--- config.mk ---
export PLATFORM = sky130hd
export DESIGN_NAME = tmu_timer
export DESIGN_NICKNAME = d
export VERILOG_FILES = /design/src/hdl/tmu_sync.v /design/src/hdl/tmu_timer.v
export VERILOG_INCLUDE_DIRS = /design/src /design/src/hdl
export SDC_FILE = /design/constraint.sdc
export NUM_CORES = 1
export LEC_CHECK = 0
export BUFFER_PORTS_ARGS = -buffer_cell sky130_fd_sc_hd__buf_4
export CAP_MARGIN = 20
export CORE_UTILIZATION = 58
export DETAILED_ROUTE_END_ITERATION = 12
export MAX_ROUTING_LAYER = met4
export PLACE_DENSITY = 0.79
export SYNTH_ARGS = -nofsm -noshare
export SYNTH_HDL_FRONTEND = slang
export SYNTH_SLANG_ARGS = --single-unit
--- constraint.sdc ---
create_clock -name clk -period 4.35 [get_ports clk]
set_clock_uncertainty 0.2 [all_clocks]
set_input_delay 1.305 -clock clk [delete_from_list [all_inputs] [get_ports clk]]
set_output_delay 1.305 -clock clk [all_outputs]
set_load 0.02 [all_outputs]
--- src/hdl/tmu_map.vh ---
`ifndef TMU_MAP_VH
`define TMU_MAP_VH
// ----------------------------------------
// Register offsets (byte addr, one word apart)
// ----------------------------------------
`define TMU_A_CTRL 8'h00
`define TMU_A_RELOAD 8'h04
`define TMU_A_COUNT 8'h08
`define TMU_B_CTRL 8'h0C
`define TMU_B_RELOAD 8'h10
`define TMU_B_COUNT 8'h14
`define TMU_IRQ_STAT 8'h18
`define TMU_IRQ_MASK 8'h1C
// ----------------------------------------
// Field positions
// ----------------------------------------
`define TMU_CTRL_START 0
`define TMU_CTRL_MODE_LO 1
`define TMU_CTRL_MODE_HI 2
`define TMU_CTRL_MSEL 3
`define TMU_STAT_A 0
`define TMU_STAT_B 1
// ----------------------------------------
// Mode codes
// ----------------------------------------
`define TMU_MODE_TIMER 2'h0
`define TMU_MODE_EVENT 2'h1
`define TMU_MODE_ONESHOT 2'h2
`define TMU_MODE_PWM 2'h3
`define TMU_BMODE_MEAS 2'h2
// ----------------------------------------
// Reset values
// ----------------------------------------
`define TMU_CTRL_RST 4'h4
`define TMU_CNT_RST 16'hFFFF
`define TMU_ALL_ONES 16'hFFFF
`endif

--- src/hdl/tmu_sync.v ---
`timescale 1ns/1ps
`default_nettype none
// ----------------------------------------
// Two-stage synchroniser with edge output
// ----------------------------------------
module tmu_sync (
    input wire clk,
    input wire nrst,
    input wire async_in,
    output wire level,
    output wire rise
);
    reg stage1;
    reg stage2;
    reg stage3;
    // Stage1 read only by stage2 to settle metastability
    always @(posedge clk or negedge nrst) begin
        if (!nrst) begin
            stage1 <= 1'b0;
            stage2 <= 1'b0;
            stage3 <= 1'b0;
        end else begin
            stage1 <= async_in;
            stage2 <= stage1;
            stage3 <= stage2;
        end
    end
    assign level = stage2;
    assign rise = stage2 & ~stage3;
endmodule // tmu_sync
`default_nettype wire

--- src/hdl/tmu_timer.v ---
// Decided for this implementation: the placing of the registers and the plain strobed port.
`timescale 1ns/1ps
`default_nettype none
`include "tmu_map.vh"
module tmu_timer (
    input wire clk,
    input wire nrst,
    input wire [7:0] addr,
    input wire [31:0] wdata,
    input wire wr,
    input wire rd,
    output reg [31:0] rdata,
    input wire trig_a,
    input wire event_b,
    output reg timer_a_output_pin,
    output wire irq
);
    // ----------------------------------------
    // Programming notes
    // ----------------------------------------
    // Register map, byte addresses, 32-bit data
    // A control: start, mode, measure select
    // A reload: 16-bit reload value
    // A count: live count, read only
    // B control: start, mode, measure select
    // B reload: reload or captured period
    // B count: live count, read only
    // Status: bit 0 timer A, bit 1 timer B
    // Mask: same layout as status
    // Unmapped addresses read as zero
    // Writes to unmapped addresses are dropped
    //
    // Bus timing
    // Write lands at the strobe's own edge
    // Read data stand one cycle, then zero
    // Zero idle data eases bus OR-ing
    // No wait states on either strobe
    // Back-to-back strobes are accepted
    // Upper halfword always reads zero
    //
    // Timer A modes
    // Timer: counts down from reload, repeats
    // Event counter: shares the down count path
    // One-shot: armed by start, fired by trigger
    // PWM: pin toggles on every underflow
    // Reset leaves timer A in one-shot mode
    // Reset therefore leaves request A set
    // Software should clear it before use
    // Mode change from timer or event into one-shot or PWM sets A
    // Mode change between one-shot and PWM does not
    // Rewriting the same mode sets nothing
    //
    // Stopping timer A
    // Clearing start always halts the count
    // One-shot abort reloads count at once
    // One-shot abort forces the pin low
    // One-shot abort raises request A
    // An armed one-shot awaiting trigger just disarms
    // PWM stop with pin high: pin low, request
    // PWM stop with pin low: pin and request kept
    // A stop beats any underflow that cycle
    // Underflow reload is lost on such a stop; request A still sets
    //
    // Starting timer A
    // Start loads the count from reload
    // One-shot and PWM raise the pin on start
    // Timer mode leaves the pin untouched
    // One-shot start waits for a trigger edge
    // Trigger edge seen three clocks after the pin
    // Retrigger while running is ignored
    // Reload written while halted also loads count
    // Reload written while running waits for underflow
    //
    // Timer B modes
    // Timer: counts down every clock
    // Event: counts down on each input edge
    // Measure: counts up between input edges
    // Measure edge copies count to reload
    // Measure edge restarts the count at zero
    // First edge after start captures junk
    // First edge therefore raises no request
    // Later edges raise request B
    // Select bit change while measuring sets B
    // Select bit is only a flag here
    // No separate period and width paths
    //
    // Timer B reads
    // Count reads are live while counting
    // Read at the reload instant gives all ones
    // Reload of zero makes every read all ones while timer mode runs
    // Halted reload write reads back directly
    // Count is not held by a read; no latch
    //
    // Interrupts
    // Status bits are sticky
    // Write one to clear, zero leaves bit alone
    // A set and a clear together: set wins
    // So no event is lost to a late clear
    // Irq is the OR of unmasked status bits
    // Irq is combinational from registers
    // Mask changes take effect next cycle
    //
    // Inputs
    // Trigger and event pins are asynchronous
    // Each passes two flip-flops before use
    // A third flop makes the rising edge
    // Pulses shorter than a clock may be missed
    // Hold each input level two clocks or more
    //
    // Limits
    // Counts are 16 bits, no prescaler
    // No capture or compare beyond the above
    // No free run or overflow handling
    // ----------------------------------------
    // Input synchronisers
    // ----------------------------------------
    wire trig_a_rise;
    wire event_b_rise;
    tmu_sync u_sync_a (
        .clk(clk),
        .nrst(nrst),
        .async_in(trig_a),
        .level(),
        .rise(trig_a_rise)
    );
    tmu_sync u_sync_b (
        .clk(clk),
        .nrst(nrst),
        .async_in(event_b),
        .level(),
        .rise(event_b_rise)
    );

    // ----------------------------------------
    // State
    // ----------------------------------------
    reg [3:0] a_ctrl;
    reg [15:0] a_reload;
    reg [15:0] a_count;
    reg a_running;
    reg [3:0] b_ctrl;
    reg [15:0] b_reload;
    reg [15:0] b_count;
    reg b_seen_edge;
    reg [1:0] stat;
    reg [1:0] mask;

    wire a_start = a_ctrl[`TMU_CTRL_START];
    wire [1:0] a_mode = a_ctrl[`TMU_CTRL_MODE_HI:`TMU_CTRL_MODE_LO];
    wire b_start = b_ctrl[`TMU_CTRL_START];
    wire [1:0] b_mode = b_ctrl[`TMU_CTRL_MODE_HI:`TMU_CTRL_MODE_LO];
    wire b_meas = (b_mode == `TMU_BMODE_MEAS);

    wire wr_a_ctrl = wr && (addr == `TMU_A_CTRL);
    wire wr_b_ctrl = wr && (addr == `TMU_B_CTRL);
    wire [1:0] new_a_mode = wdata[`TMU_CTRL_MODE_HI:`TMU_CTRL_MODE_LO];
    wire new_a_start = wdata[`TMU_CTRL_START];
    wire new_b_start = wdata[`TMU_CTRL_START];

    // Timer A stop by software while started
    wire a_stop = wr_a_ctrl && a_start && !new_a_start;
    wire a_oneshot_abort = a_stop && (a_mode == `TMU_MODE_ONESHOT) && a_running;
    wire a_pwm_stop_high = a_stop && (a_mode == `TMU_MODE_PWM) && timer_a_output_pin;
    // Mode entry from timer or event counter mode
    wire a_from_plain = (a_mode == `TMU_MODE_TIMER) || (a_mode == `TMU_MODE_EVENT);
    wire a_enter_os_pwm = wr_a_ctrl && a_from_plain && new_a_mode[1];
    wire a_underflow = a_running && (a_count == 16'h0000);

    // ----------------------------------------
    // Timer A counter (one-shot, PWM, timer)
    // ----------------------------------------
    always @(posedge clk or negedge nrst) begin
        if (!nrst) begin
            a_count <= `TMU_CNT_RST;
            a_running <= 1'b0;
            timer_a_output_pin <= 1'b0;
        end else if (a_oneshot_abort) begin
            a_count <= a_reload;
            a_running <= 1'b0;
            timer_a_output_pin <= 1'b0;
        end else if (a_stop) begin
            a_running <= 1'b0;
            if (a_pwm_stop_high) begin
                timer_a_output_pin <= 1'b0;
            end
            // Low output left as is
        end else if (wr && addr == `TMU_A_RELOAD && !a_start) begin
            a_count <= wdata[15:0];
        end else if (a_start) begin
            if (!a_running) begin
                // One-shot waits for trigger; others start at once
                if (a_mode != `TMU_MODE_ONESHOT || trig_a_rise) begin
                    a_running <= 1'b1;
                    a_count <= a_reload;
                    if (a_mode[1]) begin
                        timer_a_output_pin <= 1'b1;
                    end
                end
            end else if (a_underflow) begin
                a_count <= a_reload;
                if (a_mode == `TMU_MODE_ONESHOT) begin
                    a_running <= 1'b0;
                    timer_a_output_pin <= 1'b0;
                end else if (a_mode == `TMU_MODE_PWM) begin
                    timer_a_output_pin <= ~timer_a_output_pin;
                end
            end else begin
                a_count <= a_count - 16'h0001;
            end
        end
    end

    // ----------------------------------------
    // Timer B counter (timer, event, measure)
    // ----------------------------------------
    wire b_reload_now = b_start && !b_meas && (b_count == 16'h0000) &&
        ((b_mode == `TMU_MODE_TIMER) || event_b_rise);
    wire b_meas_edge = b_start && b_meas && event_b_rise;
    wire b_msel_change = wr_b_ctrl && b_start && b_meas &&
        (wdata[`TMU_CTRL_MSEL] != b_ctrl[`TMU_CTRL_MSEL]);
    wire b_meas_irq = b_meas_edge && b_seen_edge;

    always @(posedge clk or negedge nrst) begin
        if (!nrst) begin
            b_count <= `TMU_CNT_RST;
            b_reload <= `TMU_CNT_RST;
            b_seen_edge <= 1'b0;
        end else begin
            if (wr && addr == `TMU_B_RELOAD) begin
                b_reload <= wdata[15:0];
                if (!b_start) begin
                    b_count <= wdata[15:0];
                end
            end else if (wr_b_ctrl && new_b_start && !b_start) begin
                b_seen_edge <= 1'b0;
                if (b_meas) begin
                    b_count <= 16'h0000;
                end
            end else if (b_meas_edge) begin
                // First edge captures a count with no true start
                b_reload <= b_count;
                b_count <= 16'h0000;
                b_seen_edge <= 1'b1;
            end else if (b_reload_now) begin
                b_count <= b_reload;
            end else if (b_start && b_meas) begin
                b_count <= b_count + 16'h0001;
            end else if (b_start && (b_mode == `TMU_MODE_TIMER || event_b_rise)) begin
                b_count <= b_count - 16'h0001;
            end
        end
    end

    // ----------------------------------------
    // Control and mask registers
    // ----------------------------------------
    always @(posedge clk or negedge nrst) begin
        if (!nrst) begin
            a_ctrl <= `TMU_CTRL_RST;
            b_ctrl <= 4'h0;
            a_reload <= `TMU_CNT_RST;
            mask <= 2'h0;
        end else begin
            if (wr_a_ctrl) begin
                a_ctrl <= wdata[3:0];
            end
            if (wr_b_ctrl) begin
                b_ctrl <= wdata[3:0];
            end
            if (wr && addr == `TMU_A_RELOAD) begin
                a_reload <= wdata[15:0];
            end
            if (wr && addr == `TMU_IRQ_MASK) begin
                mask <= wdata[1:0];
            end
        end
    end

    // ----------------------------------------
    // Interrupt status, write one to clear
    // ----------------------------------------
    // Reset selects one-shot mode, so request starts set
    wire a_set = a_oneshot_abort || a_pwm_stop_high || a_enter_os_pwm ||
        (a_underflow && a_start);
    wire b_set = b_msel_change || b_meas_irq || b_reload_now;
    wire clr_stat = wr && (addr == `TMU_IRQ_STAT);
    always @(posedge clk or negedge nrst) begin
        if (!nrst) begin
            stat <= 2'h1;
        end else begin
            // Set wins over a clear in the same cycle; software clears
            stat[`TMU_STAT_A] <= a_set |
                (stat[`TMU_STAT_A] & ~(clr_stat & wdata[`TMU_STAT_A]));
            stat[`TMU_STAT_B] <= b_set |
                (stat[`TMU_STAT_B] & ~(clr_stat & wdata[`TMU_STAT_B]));
        end
    end
    assign irq = |(stat & mask);

    // ----------------------------------------
    // Read data, one cycle after strobe
    // ----------------------------------------
    always @(posedge clk or negedge nrst) begin
        if (!nrst) begin
            rdata <= 32'h00000000;
        end else if (rd) begin
            if (addr == `TMU_A_CTRL) begin
                rdata <= {28'h0000000, a_ctrl};
            end else if (addr == `TMU_A_RELOAD) begin
                rdata <= {16'h0000, a_reload};
            end else if (addr == `TMU_A_COUNT) begin
                rdata <= {16'h0000, a_count};
            end else if (addr == `TMU_B_CTRL) begin
                rdata <= {28'h0000000, b_ctrl};
            end else if (addr == `TMU_B_RELOAD) begin
                rdata <= {16'h0000, b_reload};
            end else if (addr == `TMU_B_COUNT) begin
                if (b_reload_now) begin
                    rdata <= {16'h0000, `TMU_ALL_ONES};
                end else begin
                    rdata <= {16'h0000, b_count};
                end
            end else if (addr == `TMU_IRQ_STAT) begin
                rdata <= {30'h00000000, stat};
            end else if (addr == `TMU_IRQ_MASK) begin
                rdata <= {30'h00000000, mask};
            end else begin
                rdata <= 32'h00000000; // Unmapped reads zero
            end
        end else begin
            rdata <= 32'h00000000;
        end
    end
endmodule // tmu_timer
`default_nettype wire

# After elaboration in Yosys (flattened, before gate mapping)
# Cells that the tools add are included.
# classes
n_addsub	3
n_eq_ne	21
n_mux	49
bitwise_logic	15
reduce_logical	61
# ops
operator	n
two-way mux 16 bit	19
two-way mux 32 bit	7
== test 8 x 5 -> 1 bit (second input constant)	4
logical NOT 16 bit	2
subtractor 16 x 1 -> 16 bit (second input constant)	2
logical AND 1 bit	29
two-way mux 1 bit	21
adder 16 x 1 -> 16 bit (second input constant)	1
== test 8 x 4 -> 1 bit (second input constant)	2
nonzero test 4 bit	3
== test 8 x 3 -> 1 bit (second input constant)	1
logical NOT 8 bit	1
logical OR 1 bit	8
AND reduction 7 bit	1
AND 1 bit	6
== test 2 bit (second input constant)	3
inequality test 2 bit (second input constant)	3
inequality test 3 bit (second input constant)	2
inverter 1 bit	6
AND reduction 2 bit	3
AND reduction 3 bit	2
nonzero test 3 bit	2
nonzero test 6 bit	1
inequality test 5 x 1 -> 1 bit (second input constant)	1
other kinds (12)	19
# word_totals
regBits	117
inputBits	46
out_inout_bits	34
elab_cells	167

# Depth between registers and ports, before layout
# Gate-level depths: netlist of run 1.
# logic_depth
depth_word	13
mapped_depth	9
ltp_nobuf	8

# Hierarchy
# From an unflattened synthesis of run 1, not the netlist that was laid out.
# unflattened
cells_unflattened	736
area_unflattened_um2	6577.6
# by_module_without_submodules
module	instances	cells_each	area_each_um2	seq_area_each_um2
tmu_timer	1	728	6399.9	2459.9
tmu_sync	2	4	88.8	75.1

# Least setup slack after synthesis of run 1
# No wires, ideal clock.
# synth_timing
path_kind	input port to flip-flop
start	input addr[5]
end	register b_count[0]
arrival_ns	2.879
required_ns	4.071
slack_ns	1.192
cell_stages	6
path_cell_list	or3_1 o41a_1 o31ai_2 buf_4 nand2_1 a22o_1
# synth_between
elab_chain_cells	6
elab_cells_between_ends	12
# synth_rtl
item	line	rtl
start, declared	tmu_timer.v:8	input wire [7:0] addr,
== test 8 x 4 -> 1 bit (no line)	n/a	
logical AND 1 bit	tmu_timer.v:155	wire wr_b_ctrl = wr && (addr == `TMU_B_CTRL);
logical AND 1 bit (2 in series)	tmu_timer.v:234	end else if (wr_b_ctrl && new_b_start && !b_start) begin
nonzero test 6 bit (no line) (tied with other cells)	n/a	
AND reduction 3 bit (no line) or two-way mux 16 bit (tied branches)	n/a	
end signal, assigned	tmu_timer.v:232	b_count <= wdata[15:0];
end signal, assigned	tmu_timer.v:245	b_count <= b_reload;
end signal, assigned	tmu_timer.v:247	b_count <= b_count + 16'h0001;
end, declared	tmu_timer.v:143	reg [15:0] b_count;
# Parallel ways exist; a longest one is shown, timed or not.
# A chain may end at the register's enable or synchronous reset.

# Worst setup path in the final report of run 1
# layout_timing
start	input addr[4]
end	register a_count[15]
# layout_between
elab_chain_cells	8
elab_cells_between_ends	16
# layout_rtl
item	line	rtl
logical NOT 8 bit (no line)	n/a	
logical AND 1 bit	tmu_timer.v:154	wire wr_a_ctrl = wr && (addr == `TMU_A_CTRL);
logical AND 1 bit (2 in series)	tmu_timer.v:161	wire a_stop = wr_a_ctrl && a_start && !new_a_start;
logical AND 1 bit (2 in series)	tmu_timer.v:162	wire a_oneshot_abort = a_stop && (a_mode == `TMU_MODE_ONESHOT) && a_running;
inequality test 2 x 1 -> 1 bit (no line) (tied with other cells)	n/a	
AND reduction 3 bit (no line)	n/a	
end signal, assigned	tmu_timer.v:174	a_count <= `TMU_CNT_RST;
end signal, assigned	tmu_timer.v:178	a_count <= a_reload;
end signal, assigned	tmu_timer.v:188	a_count <= wdata[15:0];
end, declared	tmu_timer.v:139	reg [15:0] a_count;
# Parallel ways exist; a longest one is shown, timed or not. The select of a mux whose other input is x is not followed.

==> reports/qor.yml, run 1 <==
total_power_mw: 2.941
ant_nets: 0
tightest_slew_ns: 1.135
post_cts_buffers: 0
cts_resized: 0
die_y_um: 110.9
clk_latency_ns: 0.36
ctsHoldBuffers: 0
port-buffer-count: 47
globalRouteOverflowTotal: 0
drt_iter0_drc: 660
htreeDepth: 3
areaGrowthSynthToFinish_pct: 11.36
grt_pass1_vias: 6038
syn_inst: 766
vias_per_cell: 6.579
gp_congestion: 0.9295
max_slew_margin: 0.2436
post-route-period-util: 0.8203
path_cells: "buf_4 -> nor4_4 -> nand4_1 -> o22ai_1 -> nor3_1 -> a211oi_1"
io_pins: 80
pwr_density_cell_nw_per_um2: 384.3
die_area_um2: 12290
cp-start-kind: "input pin"
postLayoutSetupSlackWorst_ns: 0.7815
grt_max_degree: 80
path_class: "in2reg"
maxCapViolCount: 0
cp_max_fo: 13
slew_violations: 0
fin_tns_setup_ns: 0
crit_slowest_cell: "o22ai_1"
antenna_cells: 0
setup_violations: 0
dr.max_layer_used: "met4"
p_leak_nw: 2.877
grt_usage: 0.3490
preCtsSetupSlack_ns: 0.4941
place_area_um2: 7303
cts_sinks: 101
critPathRequiredTime_ns: 4.43
wl_met3_um: 1348
final_util: 0.6674
rows: 39
netlist-cell-type-count: 84
ff2ff_setup_slack_ns: 0.87
synthFlopType: "dfstp_2"
ctsLongestPathBuffers: 2
core_um2: 11470
hpwl_um: 15200
placed_cells: 934
ir_drop_uv: 407.2
fin_cells: 952
min_period_ns: 3.568
max_stage_delay_ns: 0.93
syn_area_per_cell_um2: 8.972
cts_tree: "built"
cts.clk_slew.worst_paths_ns: 0.07
die_w_um: 110.9
finalHoldViolCount: 0
outcome: "finished clean"
arrival_ns: 3.65
avgRoutedWirePerCell_um: 21.15
fin_nets: 870
whs_ns: 0.1547
totalWireLength_um: 20130
antenna_found_initial: 0
end_kind: "flip-flop"
yosysWarningCount: 0
synth-seq-cells: 101
min_path_type: "reg2reg"
vias: 6263
synthArstFlopShare: 1.000
rsz0062_at_grt: "no"
grt_pass1_wl_um: 32730
cts_root_buf: "clkbuf_16"
met1_length_um: 8501
max_freq_mhz: 280.2
cts_buffers: 9
dr.pass1.iters: 5
syn_area_um2: 6873
drc: 0
yosysSeqAreaShare: 0.3798
design_area_um2: 7654
drive_gt1_frac: 0.2373
synth_edf_count: 0
dr_wl_met2_um: 9654
start_util: 0.5993
## worst max-delay path: cells and delay by family
kind | cells | cell delay [ns]
AO/OA/AOI/OAI | 2 | 1.18
AND/OR/NAND/NOR | 3 | 1.01
buffers and inverters | 1 | 0.14
## area by class of cell
| cell class | count | area [µm²] |
|---|---|---|
| Sequential cell | 101 | 2610 |
| Timing Repair Buffer | 63 | 503.0 |
| Clock buffer | 11 | 254.0 |
| Clock inverter | 5 | 63.81 |
| Multi-Input combinational cell | 616 | 3995 |
| Inverter | 13 | 48.80 |
| Fill cell | 964 | 3814 |
| Tap cell | 143 | 178.9 |
## per-layer routing
layer / global-route usage / vias up
met5: - / -
li1: - / 2915
met1: 0.4533 / 3025
met3: 0.05249 / 48
met2: 0.5511 / 275
met4: 0.1378 / 0
## worst paths after layout
check | start | end | depth (start not counted)
worst max register to register | b_ctrl[1] | b_count[10] | 8
worst min register to register | u_sync_a.stage1 | u_sync_a.level | 0
worst max-delay path | addr[4] | a_count[15] | 6
worst min-delay path | u_sync_a.stage1 | u_sync_a.level | 0
min in group asynchronous | nrst | u_sync_a.stage1 | 1
max in group asynchronous | nrst | b_count[10] | 3
## kinds of logic (layout without fill, tap and decap cells)
kind of cell             count (synthesis)  count (layout)  share of synthesized area
buffers and inverters                   64              92                    0.04879
flip-flops                             101             101                     0.3798
AND/OR/NAND/NOR                        256             256                     0.1963
AO/OA/AOI/OAI                          261             261                     0.2447
adder cells (fa/ha/maj)                 20              20                    0.03750
multiplexers                            45              45                    0.06954
other                                    1              16                  0.0005456
XOR/XNOR                                18              18                    0.02294
## where the power goes
group	internal, mW	leakage, nW	total, mW	switching, mW
clock	0.487	0.152	0.871	0.384
combinational	0.312	1.58	0.722	0.410
sequential	1.14	1.15	1.35	0.209
total	1.94	2.88	2.94	1.00
## registers in the layout, summed over array words and instances, names as in the netlist, 2 cells and up
name / count
b_ctrl: 4
stat: 2
b_reload: 16
mask: 2
b_count: 16
a_reload: 16
a_count: 16
a_ctrl: 4
rdata: 16
## cells in the final DEF, fill, tap and decap left out, types with 19 or more instances in the layout
| cell type | count |
|---|---|
| o21ai_0 | 66 |
| buf_4 | 60 |
| ha_1 | 19 |
| mux2_2 | 22 |
| dfrtp_1 | 35 |
| nand2_1 | 73 |
| nor2_1 | 54 |
| mux2i_1 | 23 |
| nand3_1 | 23 |
| a21oi_1 | 74 |
| nor3_1 | 25 |
| dfstp_2 | 66 |
## synthesized netlist by cell type, types with 5 or more instances
library cell,instances,share of area
nor4_1,8,0.0073
xnor2_1,10,0.013
nand4_1,5,0.0046
a41oi_1,5,0.0064
mux2i_1,23,0.033
and3_1,5,0.0046
dfrtp_1,35,0.13
a31oi_1,9,0.0082
buf_2,7,0.0051
o21ai_1,7,0.0051
o21ai_0,66,0.048
nand2_1,73,0.040
nor2_1,55,0.030
a21o_1,9,0.0098
a21oi_1,74,0.054
ha_1,19,0.035
nand2b_1,9,0.0082
o22ai_1,12,0.011
xor2_1,8,0.010
mux2_2,22,0.036
a211oi_1,5,0.0055
dfstp_2,66,0.25
o31ai_1,6,0.0066
nor2b_1,5,0.0046
o211ai_1,10,0.011
nor3_1,25,0.018
or3_1,11,0.010
nand3_1,23,0.017
buf_4,19,0.021
inv_1,13,0.0071
o21a_1,10,0.011
clkbuf_1,19,0.010
Note: power is estimated with default switching activity, not from simulation.
==> run 2, diff against run 1 <==
Settings changed: ABC_AREA from default to 1, CORE_UTILIZATION 58 to 54, PLACE_DENSITY 0.79 to 0.77.
Clock period 4.35 ns to 3.2 ns, I/O delays scaled along.
==> run 2 against run 1 <==
  * Synthesized cell count rose by 40%
  * Clock-buffer cell count rose by 2
  * Non-clock buffer count fell by 5
  * Synthesized area rose by 5.0%
  * Die area rose by 13%
  * Final cell count rose by 36%
  * Register-to-register slack got worse by 0.46 ns
  * Global-route usage fell by 5.1 points
  * Clock power rose by 22%
  * Combinational power rose to 3.6 times the previous value
  * Via count rose by 11%
  * Critical endpoint is now b_count[15]
  * Largest power group is now combinational logic
  * Highest routed layer unchanged
==> reports/qor.yml, run 2 <==
dr.max_layer_used: "met4"  # unchanged
antenna_cells: 0  # unchanged
arrival_ns: 2.87  # was 3.65 ns
grt_usage: 0.2978  # was 0.3490
vias: 6971  # was 6263
core_um2: 12820  # was 11470 µm²
end_kind: "flip-flop"  # unchanged
fin_tns_setup_ns: 0  # unchanged
placed_cells: 1277  # was 934
syn_area_per_cell_um2: 6.747  # was 8.972 µm²
power_frac_seq: 0.379  # was 0.458
die_area_um2: 13840  # was 12290 µm²
post-route-period-util: 0.8725
yosysWarningCount: 0  # unchanged
cts_tree: "built"  # unchanged
io_pins: 80  # unchanged
whs_ns: 0.1534  # was 0.1547 ns
path_class: "reg2reg"  # was in2reg
fin_cells: 1293  # was 952
wl_met3_um: 1149  # was 1348 µm
die_w_um: 117.6  # was 110.9 µm
ir_drop_uv: 281.6  # was 407.2 µV
min_period_ns: 2.792
globalRouteOverflowTotal: 0  # unchanged
min_path_type: "reg2reg"  # unchanged
pwr-share-comb: 0.439  # was 0.246
clockPowerShare: 0.182  # was 0.296
die_y_um: 117.6  # was 110.9 µm
critPathRequiredTime_ns: 3.28  # was 4.43 ns
synth_area_leaders: "dfstp_2 (24%), nand2_1 (17%), dfrtp_1 (12%)"  # was dfstp_2 (25%), dfrtp_1 (13%), a21oi_1 (5.4%)
synth-seq-cells: 101  # unchanged
avgRoutedWirePerCell_um: 14.94  # was 21.15 µm
cp-start-kind: "flip-flop"  # was input pin
dr_wl_met2_um: 8845  # was 9654 µm
fin_nets: 1182  # was 870
pwr_density_cell_nw_per_um2: 733.9  # was 384.3 nW/µm²
most-common-layout-cells: "nand2_1 (319), inv_1 (147), nor2_1 (113)"  # was a21oi_1 (74), nand2_1 (73), o21ai_0 (66), dfstp_2 (66), buf_4 (60)
syn_inst: 1070  # was 766
setup_violations: 0  # unchanged
maxCapViolCount: 0  # unchanged
grt_pass1_vias: 6446  # was 6038
cts.clk_slew.worst_paths_ns: 0.07  # about the same
p_leak_nw: 4.214  # was 2.877 nW
internal_power_mw: 3.359  # was 1.937 mW
syn_area_um2: 7219  # was 6873 µm²
p_sw_mw: 2.489  # was 1.004 mW
synthFlopType: "dfstp_2"  # unchanged
num-fill-cells: 1215  # was 964
regArea_um2: 2610  # unchanged
cp_max_fo: 21  # was 13
sw_frac_of_total: 0.4256  # was 0.3412
ant_nets: 0  # unchanged
outcome: "finished clean"  # unchanged
multi_input_area_um2: 3796  # was 3995 µm²
gp_congestion: 0.9369  # was 0.9295
post_cts_buffers: 0  # unchanged
slew_violations: 0  # unchanged
areaGrowthSynthToFinish_pct: 10.38  # was 11.36%
synthArstFlopShare: 1.000  # unchanged
drt_iter0_drc: 655  # was 660
tightest_slew_ns: 0.5371  # was 1.135 ns
grt_pass1_wl_um: 32110  # was 32730 µm
cts_resized: 0  # unchanged
htreeDepth: 3  # unchanged
netlist-cell-type-count: 44  # was 84
yosysTopAreaCell: "dfstp_2"  # unchanged
finalHoldViolCount: 0  # unchanged
cts_root_buf: "clkbuf_16"  # unchanged
synth_common_cells: "nand2_1 (319), inv_1 (147), nor2_1 (113), o21ai_0 (77), nand3_1 (74)"  # was a21oi_1 (74), nand2_1 (73), dfstp_2 (66), o21ai_0 (66), nor2_1 (55)
totalWireLength_um: 19310  # was 20130 µm
drive_gt1_frac: 0.1632  # was 0.2373
start_util: 0.5629  # was 0.5993
drc: 0  # unchanged
netlist.area_leader.share: 0.2402  # was 0.2523
total_power_mw: 5.849  # was 2.941 mW
vias_per_cell: 5.391  # was 6.579
max_slew_margin: 0.6419  # was 0.2436
met1_length_um: 8875  # was 8501 µm
synth.most_common_cell: "nand2_1"  # was a21oi_1
antenna_found_initial: 0  # unchanged
clk_latency_ns: 0.35  # was 0.36 ns
hpwl_um: 14590  # was 15200 µm
final_common_cell: "nand2_1"  # was a21oi_1
cts_sinks: 101  # unchanged
max_freq_mhz: 358.1
cts_buffers: 9  # unchanged
synth_edf_count: 0  # unchanged
dr.pass1.iters: 5  # unchanged
ctsHoldBuffers: 0  # unchanged
yosysSeqAreaShare: 0.3615  # was 0.3798
ctsLongestPathBuffers: 2  # unchanged
port-buffer-count: 47  # unchanged
rsz0062_at_grt: "no"  # unchanged
grt_max_degree: 102  # was 80
rows: 41  # was 39
==> run 2: cell count changes after synthesis, sizes merged, moves of 12 or more <==
cell	previous run	this run
nor3	28	5
mux2	22	0
inv	13	162
o22ai	12	0
o21ai	73	86
nand3	24	77
mux2i	23	0
nand2	73	324
nor2	58	129
==> run 2: power by group through the flow <==
stage               logic, mW  clock network [mW]  registers (mW)
floorplan                2.03                   0            2.08
global placement         2.48                   0            2.22
detailed placement       2.53                   0            2.23
CTS                      2.55                1.07            2.21
global route             2.96                1.11            2.26
finish                   2.57                1.06            2.22
==> run 2: final cells by class <==
type / instances / area share
sequential: 101 / 0.3275
timing repair buffer: 58 / 0.05621
clock inverter: 3 / 0.002512
multi-input combinational: 783 / 0.4764
inverter: 163 / 0.07772
tap: 172 / 0.02701
clock buffer: 13 / 0.03266
==> run 2: path summary, 6_finish.rpt <==
kind / startpoint / depth (start not counted) / slack [ns] / endpoint
max reg2reg: b_ctrl[1] / 14 / 0.41 / b_count[15]
max: b_ctrl[1] / 14 / 0.41 / b_count[15]
max in group asynchronous: nrst / 2 / 1.93 / a_count[11]
min reg2reg: u_sync_a.stage1 / 0 / 0.15 / u_sync_a.level
min in group asynchronous: nrst / 2 / 0.47 / u_sync_b.stage1
min: u_sync_a.stage1 / 0 / 0.15 / u_sync_a.level
==> run 2: cell families after synthesis <==
kind of cell / after synthesis / synth area share
and+or+nand+nor: 553 / 0.3284
buffers and inverters: 201 / 0.1204
AOI/OAI and AO/OA: 180 / 0.1364
DFF: 101 / 0.3615
adders and majority gates: 20 / 0.03570
xor gates and xnor gates: 14 / 0.01698
other: 1 / 0.0005194
==> run 2: stage by stage <==
step                      setup slack, ns  utilization  instance area, µm²
after detailed placement           0.2924       0.5995                7689
after CTS                          0.4114       0.6214                7969
after floorplan                    0.8084            -                7276
final                              0.4078       0.6214                7969
after global routing               0.1790       0.6214                7969
after global placement             0.3333       0.5995                7689
==> run 2: critical path, cell delays in order (launching register included) <==
cell     delay (ns)
dfrtp_1        0.42
inv_2          0.08
nand2_1        0.12
inv_2          0.09
nand2_2        0.29
ha_1           0.48
nand2_1        0.16
inv_1          0.05
a21oi_1        0.18
nand2_1        0.15
nand2_1        0.12
nand3_1        0.08
nand3_1        0.10
nand2_1        0.06
a21oi_1        0.13
==> run 2: layer usage <==
| metal | vias up | global-route usage |
|---|---|---|
| li1 | 3453 | - |
| met1 | 3227 | 0.3993 |
| met2 | 252 | 0.4640 |
| met3 | 39 | 0.04409 |
| met4 | 0 | 0.09455 |
| met5 | - | - |
